### src/iorpc_pkg.sv
package iorpc_pkg;

  localparam int          NLINE      = 4;
  localparam int          AW         = 8;
  localparam int          DW         = 32;
  localparam logic [AW-1:0] A_IO_CTRL  = 8'h00;
  localparam logic [AW-1:0] A_IO_STAT  = 8'h04;
  localparam logic [AW-1:0] A_PWR_CTRL = 8'h08;
  localparam logic [AW-1:0] A_PWR_STAT = 8'h0C;
  localparam logic [AW-1:0] A_LED0     = 8'h10;
  localparam logic [AW-1:0] A_LED1     = 8'h14;

  localparam int LINE_EE_A = 0;
  localparam int LINE_EE_B = 1;
  localparam int LINE_MIC  = 2;
  localparam int LINE_GEN  = 3;
  localparam logic [NLINE-1:0] PULL_RST = 4'h7;

  localparam int CLK_NS      = 8;
  localparam int CLK_KHZ     = 125000;
  localparam int RST_MIN_MS  = 1300;
  localparam int RST_MAX_MS  = 1500;
  localparam int RST_CYC     = RST_MIN_MS * CLK_KHZ;
  localparam int I2C_QTR_NS  = 2500;
  localparam int I2C_QTR_CYC = (I2C_QTR_NS + CLK_NS - 1) / CLK_NS;

  localparam logic [7:0] EE_RD_CMD  = 8'hA1;
  localparam logic [4:0] ACK_BIT    = 5'h08;
  localparam logic [4:0] RD_LAST    = 5'h10;
  localparam logic [4:0] NACK_BIT   = 5'h11;
  localparam logic [7:0] CHG_MIN_MA = 8'h14;
  localparam logic [7:0] CHG_MAX_MA = 8'h78;
  localparam logic [7:0] LED_FULL   = 8'hFF;

  typedef enum logic [2:0] {BT_IDLE, BT_START, BT_BIT, BT_STOP, BT_DONE} iorpc_boot_e;

  typedef struct packed {
    logic             mic_bias_on;
    logic             mic_bias_mode;
    logic [NLINE-1:0] pull_up;
    logic [NLINE-1:0] out;
    logic [NLINE-1:0] oe;
  } iorpc_io_ctrl_s;

  typedef struct packed {
    logic led_ovr;
    logic chg_off;
    logic sniff;
    logic smps_fw;
  } iorpc_pwr_ctrl_s;

  typedef struct packed {
    logic       en;
    logic [7:0] level;
  } iorpc_led_s;

  typedef struct packed {
    logic             chg_full;
    logic             chg_active;
    logic             supply;
    logic             key_b;
    logic             key_a;
    logic             ext_rst_n;
    logic [NLINE-1:0] gpio;
  } iorpc_pins_s;

  typedef struct packed {
    logic [6:0] chg_ma;
    logic       ee_nack;
    logic       boot_done;
    logic       supply;
    logic       chg_full;
    logic       chg_active;
    logic       pulse_skip;
    logic       smps_en;
  } iorpc_pwr_stat_s;

  localparam iorpc_io_ctrl_s IO_CTRL_RST = '{mic_bias_on: 1'b0, mic_bias_mode: 1'b0,
                                             pull_up: PULL_RST, out: 4'h0, oe: 4'h0};
  localparam iorpc_pins_s    PINS_RST    = '{ext_rst_n: 1'b1, default: '0};

endpackage

### src/iorpc_pwm.sv
`timescale 1ns/1ns
`default_nettype none
module iorpc_pwm
  import iorpc_pkg::*;
#(
  parameter int W = 8
) (
  input  wire logic         i_clk,   // System clock
  input  wire logic         i_rst_n, // Async reset, active low
  input  wire logic         i_en,    // Output switched on
  input  wire logic [W-1:0] i_level, // Intensity, all ones is full
  output logic              o_on     // Pad pulled low when high
);

  logic [W-1:0] cnt;
  wire          full   = &i_level;
  wire          next_on = i_en && (full || (cnt < i_level));

  always_ff @(posedge i_clk or negedge i_rst_n) begin
    if (!i_rst_n) begin
      cnt  <= '0;
      o_on <= 1'b0;
    end else begin
      cnt  <= cnt + 1'b1;
      o_on <= next_on;
    end
  end

endmodule
`default_nettype wire

### src/iorpc_top.sv
`timescale 1ns/1ns
`default_nettype none
module iorpc_top
  import iorpc_pkg::*;
#(
  parameter int RST_FILT_CYC = RST_CYC,
  parameter int QTR_CYC      = I2C_QTR_CYC
) (
  input  wire logic             i_clk,               // System clock
  input  wire logic             i_rst_n,             // Power-on reset, active low
  input  wire logic [AW-1:0]    i_addr,              // Register address
  input  wire logic [DW-1:0]    i_wdata,             // Write data
  input  wire logic             i_wr,                // Write strobe
  input  wire logic             i_rd,                // Read strobe
  output logic      [DW-1:0]    o_rdata,             // Read data, cycle after read
  input  wire logic [NLINE-1:0] i_gpio,              // Line levels
  output logic      [NLINE-1:0] o_gpio_out,          // Line drive values
  output logic      [NLINE-1:0] o_gpio_oe,           // Line drive enables
  output logic      [NLINE-1:0] o_pull_up,           // Pull-up enables
  output logic      [NLINE-1:0] o_pull_dn,           // Pull-down enables
  input  wire logic             i_ext_reset_n,       // External reset pin
  input  wire logic             i_power_key_a,       // Power key A
  input  wire logic             i_power_key_b,       // Power key B
  input  wire logic             i_charger_supply_in, // Charger supply present
  input  wire logic             i_chg_active,        // Charger is charging
  input  wire logic             i_chg_full,          // Charger reports full
  output logic                  o_sys_rst_n,         // Filtered reset, active low
  output logic                  o_smps_en,           // Regulator enable
  output logic                  o_smps_pulse_skip,   // Regulator low-power mode
  output logic                  o_chg_disable,       // Charger off
  output logic      [6:0]       o_chg_current,       // Charge current in mA
  output logic      [1:0]       o_led_out,           // LED pad values
  output logic      [1:0]       o_led_oe             // LED pad enables
);

  localparam int CW = $clog2(RST_FILT_CYC + 1);
  localparam int QW = $clog2(QTR_CYC + 1);

  function automatic logic [6:0] clamp_ma(input logic [7:0] v);
    logic [7:0] c;
    c = v;
    if (v < CHG_MIN_MA) begin
      c = CHG_MIN_MA;
    end else if (v > CHG_MAX_MA) begin
      c = CHG_MAX_MA;
    end
    return c[6:0];
  endfunction

  // Pin synchronisers: a change counts once stages two and three agree
  iorpc_pins_s pins_raw;
  iorpc_pins_s s1;
  iorpc_pins_s s2;
  iorpc_pins_s s3;
  iorpc_pins_s stab;
  wire  iorpc_pins_s agree = ~(s2 ^ s3);

  assign pins_raw = '{chg_full: i_chg_full, chg_active: i_chg_active,
                      supply: i_charger_supply_in, key_b: i_power_key_b,
                      key_a: i_power_key_a, ext_rst_n: i_ext_reset_n, gpio: i_gpio};

  always_ff @(posedge i_clk or negedge i_rst_n) begin
    if (!i_rst_n) begin
      s1   <= PINS_RST;
      s2   <= PINS_RST;
      s3   <= PINS_RST;
      stab <= PINS_RST;
    end else begin
      s1   <= pins_raw;
      s2   <= s1;
      s3   <= s2;
      stab <= (s3 & agree) | (stab & ~agree);
    end
  end

  // Reset filter; a pulse shorter than the interval never resets
  logic [CW-1:0] rst_cnt;
  logic          rst_int;
  wire           filt_hit = (rst_cnt == CW'(RST_FILT_CYC - 1));

  always_ff @(posedge i_clk or negedge i_rst_n) begin
    if (!i_rst_n) begin
      rst_cnt <= '0;
      rst_int <= 1'b0;
    end else if (stab.ext_rst_n) begin
      rst_cnt <= '0;
      rst_int <= 1'b0;
    end else if (filt_hit) begin
      rst_int <= 1'b1;
    end else begin
      rst_cnt <= rst_cnt + 1'b1;
    end
  end

  // Register file
  iorpc_io_ctrl_s  io_ctrl;
  iorpc_pwr_ctrl_s pwr_ctrl;
  iorpc_led_s      led0;
  iorpc_led_s      led1;
  wire hit_io_ctrl  = (i_addr == A_IO_CTRL);
  wire hit_io_stat  = (i_addr == A_IO_STAT);
  wire hit_pwr_ctrl = (i_addr == A_PWR_CTRL);
  wire hit_pwr_stat = (i_addr == A_PWR_STAT);
  wire hit_led0     = (i_addr == A_LED0);
  wire hit_led1     = (i_addr == A_LED1);

  always_ff @(posedge i_clk or negedge i_rst_n) begin
    if (!i_rst_n) begin
      io_ctrl  <= IO_CTRL_RST;
      pwr_ctrl <= '0;
      led0     <= '0;
      led1     <= '0;
    end else if (rst_int) begin
      io_ctrl  <= IO_CTRL_RST;
      pwr_ctrl <= '0;
      led0     <= '0;
      led1     <= '0;
    end else if (i_wr) begin
      if (hit_io_ctrl) begin
        io_ctrl <= iorpc_io_ctrl_s'(i_wdata[$bits(iorpc_io_ctrl_s)-1:0]);
      end
      if (hit_pwr_ctrl) begin
        pwr_ctrl <= iorpc_pwr_ctrl_s'(i_wdata[$bits(iorpc_pwr_ctrl_s)-1:0]);
      end
      if (hit_led0) begin
        led0 <= iorpc_led_s'(i_wdata[$bits(iorpc_led_s)-1:0]);
      end
      if (hit_led1) begin
        led1 <= iorpc_led_s'(i_wdata[$bits(iorpc_led_s)-1:0]);
      end
    end
  end

  // Boot reader: one current-address read of the charge setting.
  // Holds while the filtered reset is on so the frame is not torn.
  iorpc_boot_e   boot_st;
  logic [QW-1:0] qcnt;
  logic [1:0]    phase;
  logic [4:0]    bitn;
  logic [7:0]    sh;
  logic          scl;
  logic          sda_lo;
  logic          ee_nack;
  logic [6:0]    chg_ma;
  wire           tick      = !rst_int && (qcnt == QW'(QTR_CYC - 1));
  wire           boot_busy = (boot_st != BT_DONE);
  wire           sda_in    = stab.gpio[LINE_EE_B];
  wire           send_zero = (bitn < ACK_BIT) && !EE_RD_CMD[3'(7 - bitn)];

  always_ff @(posedge i_clk or negedge i_rst_n) begin
    if (!i_rst_n) begin
      qcnt <= '0;
    end else if (!boot_busy || tick) begin
      qcnt <= '0;
    end else if (!rst_int) begin
      qcnt <= qcnt + 1'b1;
    end
  end

  always_ff @(posedge i_clk or negedge i_rst_n) begin
    if (!i_rst_n) begin
      boot_st <= BT_IDLE;
      phase   <= '0;
      bitn    <= '0;
      sh      <= '0;
      scl     <= 1'b1;
      sda_lo  <= 1'b0;
      ee_nack <= 1'b0;
      chg_ma  <= CHG_MIN_MA[6:0];
    end else if (tick) begin
      phase <= phase + 1'b1;
      case (boot_st)
        BT_IDLE: begin
          boot_st <= BT_START;
          phase   <= '0;
        end
        BT_START: begin
          if (phase == 2'd0) begin
            sda_lo <= 1'b1;
          end else begin
            scl     <= 1'b0;
            phase   <= '0;
            bitn    <= '0;
            boot_st <= BT_BIT;
          end
        end
        BT_BIT: begin
          case (phase)
            2'd0: sda_lo <= send_zero;
            2'd1: scl    <= 1'b1;
            2'd2: begin
              if (bitn == ACK_BIT) begin
                ee_nack <= sda_in;
              end else if (bitn > ACK_BIT && bitn <= RD_LAST) begin
                sh <= {sh[6:0], sda_in};
              end
            end
            default: begin
              scl <= 1'b0;
              if (bitn == NACK_BIT) begin
                boot_st <= BT_STOP;
              end else begin
                bitn <= bitn + 1'b1;
              end
            end
          endcase
        end
        BT_STOP: begin
          case (phase)
            2'd0: sda_lo <= 1'b1;
            2'd1: scl    <= 1'b1;
            default: begin
              sda_lo  <= 1'b0;
              chg_ma  <= clamp_ma(sh);
              boot_st <= BT_DONE;
            end
          endcase
        end
        default: boot_st <= BT_DONE;
      endcase
    end
  end

  // Pin drive composition
  logic [NLINE-1:0] sw_oe;
  logic [NLINE-1:0] sw_out;
  logic [NLINE-1:0] next_oe;
  logic [NLINE-1:0] next_out;

  always_comb begin
    sw_oe  = io_ctrl.oe;
    sw_out = io_ctrl.out;
    if (io_ctrl.mic_bias_mode) begin
      sw_oe[LINE_MIC]  = 1'b1;
      sw_out[LINE_MIC] = io_ctrl.mic_bias_on;
    end
    // Reader owns the memory lines until the first boot is done
    if (boot_busy) begin
      sw_oe[LINE_EE_A]  = !scl;
      sw_out[LINE_EE_A] = 1'b0;
      sw_oe[LINE_EE_B]  = sda_lo;
      sw_out[LINE_EE_B] = 1'b0;
    end
    next_oe  = rst_int ? '0 : sw_oe;
    next_out = rst_int ? '0 : sw_out;
  end

  // Power and charger
  wire chg_led   = stab.chg_active && !pwr_ctrl.led_ovr;
  wire next_smps = stab.key_a || stab.key_b || pwr_ctrl.smps_fw || stab.supply;
  wire led0_en   = chg_led || led0.en;
  wire [7:0] led0_lvl = chg_led ? LED_FULL : led0.level;
  logic pwm0_on;
  logic pwm1_on;

  iorpc_pwm #(.W(8)) u_pwm0 (
    .i_clk   (i_clk),
    .i_rst_n (i_rst_n),
    .i_en    (led0_en),
    .i_level (led0_lvl),
    .o_on    (pwm0_on)
  );

  iorpc_pwm #(.W(8)) u_pwm1 (
    .i_clk   (i_clk),
    .i_rst_n (i_rst_n),
    .i_en    (led1.en),
    .i_level (led1.level),
    .o_on    (pwm1_on)
  );

  iorpc_pwr_stat_s pwr_stat;
  assign pwr_stat = '{chg_ma: chg_ma, ee_nack: ee_nack, boot_done: !boot_busy,
                      supply: stab.supply, chg_full: stab.chg_full,
                      chg_active: stab.chg_active, pulse_skip: o_smps_pulse_skip,
                      smps_en: o_smps_en};

  wire [DW-1:0] rd_word =
      hit_io_ctrl  ? DW'(io_ctrl)   :
      hit_io_stat  ? DW'(stab.gpio) :
      hit_pwr_ctrl ? DW'(pwr_ctrl)  :
      hit_pwr_stat ? DW'(pwr_stat)  :
      hit_led0     ? DW'(led0)      :
      hit_led1     ? DW'(led1)      : '0;

  always_ff @(posedge i_clk or negedge i_rst_n) begin
    if (!i_rst_n) begin
      o_rdata           <= '0;
      o_gpio_out        <= '0;
      o_gpio_oe         <= '0;
      o_pull_up         <= PULL_RST;
      o_pull_dn         <= ~PULL_RST;
      o_sys_rst_n       <= 1'b0;
      o_smps_en         <= 1'b0;
      o_smps_pulse_skip <= 1'b0;
      o_chg_disable     <= 1'b0;
      o_chg_current     <= CHG_MIN_MA[6:0];
      o_led_out         <= '0;
      o_led_oe          <= '0;
    end else begin
      o_rdata           <= i_rd ? rd_word : '0;
      o_gpio_out        <= next_out;
      o_gpio_oe         <= next_oe;
      o_pull_up         <= io_ctrl.pull_up;
      o_pull_dn         <= ~io_ctrl.pull_up;
      o_sys_rst_n       <= !rst_int;
      o_smps_en         <= next_smps;
      o_smps_pulse_skip <= pwr_ctrl.sniff;
      o_chg_disable     <= pwr_ctrl.chg_off;
      o_chg_current     <= chg_ma;
      o_led_out         <= '0;
      o_led_oe          <= rst_int ? 2'b00 : {pwm1_on, pwm0_on};
    end
  end
endmodule
`default_nettype wire

### config.mk
export PLATFORM = sky130hd
export DESIGN_NAME = iorpc_top
export DESIGN_NICKNAME = d
export VERILOG_FILES = /design/src/iorpc_pkg.sv /design/src/iorpc_pwm.sv /design/src/iorpc_top.sv
export SDC_FILE = /design/constraint.sdc
export NUM_CORES = 1
export LEC_CHECK = 0
export ABC_CLOCK_PERIOD_IN_PS = 5400
export BUFFER_PORTS_ARGS = -buffer_cell sky130_fd_sc_hd__buf_4
export CAP_MARGIN = 10
export CORE_ASPECT_RATIO = 1.75
export CORE_MARGIN = 1.5
export CORE_UTILIZATION = 62
export DETAILED_ROUTE_END_ITERATION = 8
export HOLD_SLACK_MARGIN = 0.08
export PLACE_DENSITY_LB_ADDON = 0.05
export SKIP_LAST_GASP = 1
export SLEW_MARGIN = 20
export SYNTH_ARGS = -nofsm -noshare
export SYNTH_HDL_FRONTEND = slang
export SYNTH_SLANG_ARGS = --single-unit
### constraint.sdc
create_clock -name i_clk -period 5.4 [get_ports i_clk]
set_input_delay 0.81 -clock i_clk [delete_from_list [all_inputs] [get_ports i_clk]]
set_output_delay 0.81 -clock i_clk [all_outputs]
set_load 0.005 [all_outputs]
==> impl_metrics.yaml <==
layout:
  drive_gt1_share_pct: 16.9
  syn_to_final_growth_pct: 13.7
  multi_input_area_sq_um: 3700
  fillers: 1035
  layout.area.seq_sq_um: 5100
  diodes: 0
  post-route-util_pct: 72.2
  fin_nets: 985
global_routing:
  met3_usage_pct: 3.86
  grt_pass1_vias: 6746
  use_met1_pct: 30.4
  busiest_layer: "met2"
  antenna_found_initial: 0
  track_usage_pct: 27.8
  met2_usage_pct: 51.2
  grt_max_degree: 111
  grt_pass1_wl_mm: 33.4
  grt_overflow: 0
power_and_ir_drop:
  power_density_nw_per_um2: 298
  power_mw: 3.09
  p_leak_nw: 4.79
  peakVddDrop_v: 0.000332
timing:
  setup_viol: 0
  rsz0062_at_grt: "false"
  timing.hold.ws_ns: 0.353
  layout_min_cycle_time_ns: 2.56
  tns_ns: 0
  worst_slew_pin_slew_ns: 0.971
  slew-limit-headroom_pct: 34.7
  report.final.slew_viol_count: 0
  clock_skew_ns: 0.0228
  hold_viol_final: 0
  max_freq_mhz: 390
  setup_slack_ns: 2.84
  post-route-period-util_pct: 47.5
die:
  core_area_sq_um: 14400
  ios: 117
  fp-row-count: 58
  die_area_sq_um: 15500
  dieWidth_um: 94.7
  initial_core_util_pct: 63.5
  die_h_um: 163
route:
  dr.pass1.iters: 5
  drc: 0
  avgViaCountPerCell: 5.89
  vias: 6470
  wire_per_inst_um: 18.9
  wirelength_mm: 20.8
  drt_iter0_markers: 289
  antenna_left: 0
setup_path:
  worstSetupStartpointType: "primary input"
  crit_slowest_cell: "nand4_1"
  arrival_ns: 2.90
  reg2reg_slack_ns: 2.99
  slowest_delay_ns: 0.65
  critPathRequiredTime_ns: 5.74
  cp_max_fo: 10
  worst_setup_path_end_kind: "register"
  crit_chain: "buf_4, or3_1, nor3_2, nand4_1, mux2i_1, nor2_1"
  path_class: "in -> reg"
synthesis:
  syn_area_per_cell_sq_um: 11.0
  synth_fa_ha_area_share_pct: 4.80
  ys_warn_count: 0
  synth.area.mux_share_pct: 5.30
  synth_top_area_share_pct: 51.3
  async_reset_ff_share_pct: 100
  syn_inst: 831
  yosysSeqAreaShare_pct: 55.9
  synth_common_cells: "dfrtp_1 (187), nor2_1 (101), nand2_1 (67), mux2i_1 (37)"
  yosysTopAreaCell: "dfrtp_1"
  synthSimpleGateAreaFrac_pct: 16.7
  synth-xor-area-share_pct: 4.13
  synthFlopType: "dfrtp_1"
  synth_area_leaders: "dfrtp_1 (51%), dfstp_2 (4.6%), nor2_1 (4.2%)"
  synth_compound_area_share_pct: 8.85
  synth-seq-cells: 203
  syn-cell-area_sq_um: 9120
  synth.most_common_cell: "dfrtp_1"
  synth_top_family_by_area: "simple AND/OR/NAND/NOR gates"
  synth.distinct_cells: 69
  synth_edf_count: 0
placed_design:
  gp_congestion: 0.861
  dp_hpwl_mm: 14.9
  io_buffers: 78
  pre_cts_ws_ns: 2.34
clock_network:
  numCtsBuffers: 20
  tritoncts: "built"
  ctsHtreeMaxLevel: 1
  cts_root_buf: "clkbuf_16"
  ctsResizeCount: 0
  cts_sinks: 203
  post_cts_buffers: 0
  clk_pin_slew_ns: 0.06
  postCtsHoldBufs: 0
  clockBufferDepth: 3
  worstSkewPairLatency_ns: 0.50
job:
  maxCapViolCount: 0
worst_hold_path:
  min_path_type: "reg -> reg"
status:
  status: "completed"
[where the power goes]
part           internal, mW  switching [mW]  total [mW]
clock network         0.755           0.559        1.31
registers              1.57          0.0448        1.62
logic                0.0653          0.0943       0.160
[layout by cell type, fill, tap and decap left out, types with 6 or more instances in the layout]
master,instances
nand2_1,67
nor2_1,101
nand2b_1,9
dfrtp_1,187
inv_1,30
and3_1,7
a211oi_1,7
nor2b_1,17
conb_1,20
xor2_1,13
o21ai_0,21
a21oi_1,30
a22oi_1,9
dfstp_2,16
nor3_1,19
clkbuf_16,21
mux2_2,10
nor4_1,6
nand4_1,16
mux2i_1,37
clkinv_2,6
clkbuf_1,6
buf_4,80
xnor2_1,30
nand3_1,29
maj3_1,10
ha_1,27
[worst max-delay path: cells and delay by family]
family	cells	cell delay, ns
simple gates	4	1.60
mux	1	0.38
buf+inv	1	0.11
[kinds of logic (layout without fill, tap and decap cells)]
kind of cell             Yosys count  in the layout
multiplexers                      47             47
AND/OR/NAND/NOR                  305            305
adder cells (fa/ha/maj)           37             37
buffers and inverters             79            147
other                              1             20
XOR/XNOR                          43             43
AO/OA/AOI/OAI                    116            116
flip-flops                       203            203
[registers in the layout, summed over array words and instances, names as in the netlist, 2 cells and up, named ones only]
signal	count
qcnt	9
s2	10
chg_ma	7
o_rdata	14
bitn	5
o_chg_current	7
boot_st	3
o_gpio_oe	4
o_gpio_out	4
phase	2
u_pwm1.cnt	8
sh	8
io_ctrl	14
u_pwm0.cnt	8
o_pull_dn	4
s3	10
pwr_ctrl	4
o_pull_up	4
led0	9
led1	9
rst_cnt	28
s1	10
o_led_oe	2
[stage by stage]
step | std cells | cell area (sq um)
3_5_place_dp | 1062 | 9750
6_report | 1098 | 10400
5_1_grt | 1098 | 10400
3_3_place_gp | 1062 | 9750
2_1_floorplan | 850 | 9190
4_1_cts | 1098 | 10400
[final timing paths]
kind                           start                    endpoint  depth (start not counted)
min in group asynchronous    i_rst_n  asynchronous set/reset pin                          1
setup / recovery           i_addr[5]                     led1[8]                          6
hold / removal                 s1[0]                       s2[0]                          0
setup reg to reg            register                 u_pwm0.o_on                          6
max in group asynchronous    i_rst_n                  io_ctrl[6]                          2
hold reg to reg                s1[0]                       s2[0]                          0
[layout make-up]
type	instances	share of cell area, %
Multi-Input combinational cell	568	35.7
Tap cell	180	2.17
Inverter	30	1.09
Clock inverter	6	0.290
Clock buffer	30	5.68
Sequential cell	203	49.2
Timing Repair Buffer	81	5.92
[layer usage]
layer / vias up / share of wire (%)
met1: 3224 / 36
li1: 2992 / -
met3: 59 / 4.4
met5: - / 0
met2: 195 / 55
met4: 0 / 4.7
No activity file was read; power rests on OpenSTA's default activity.
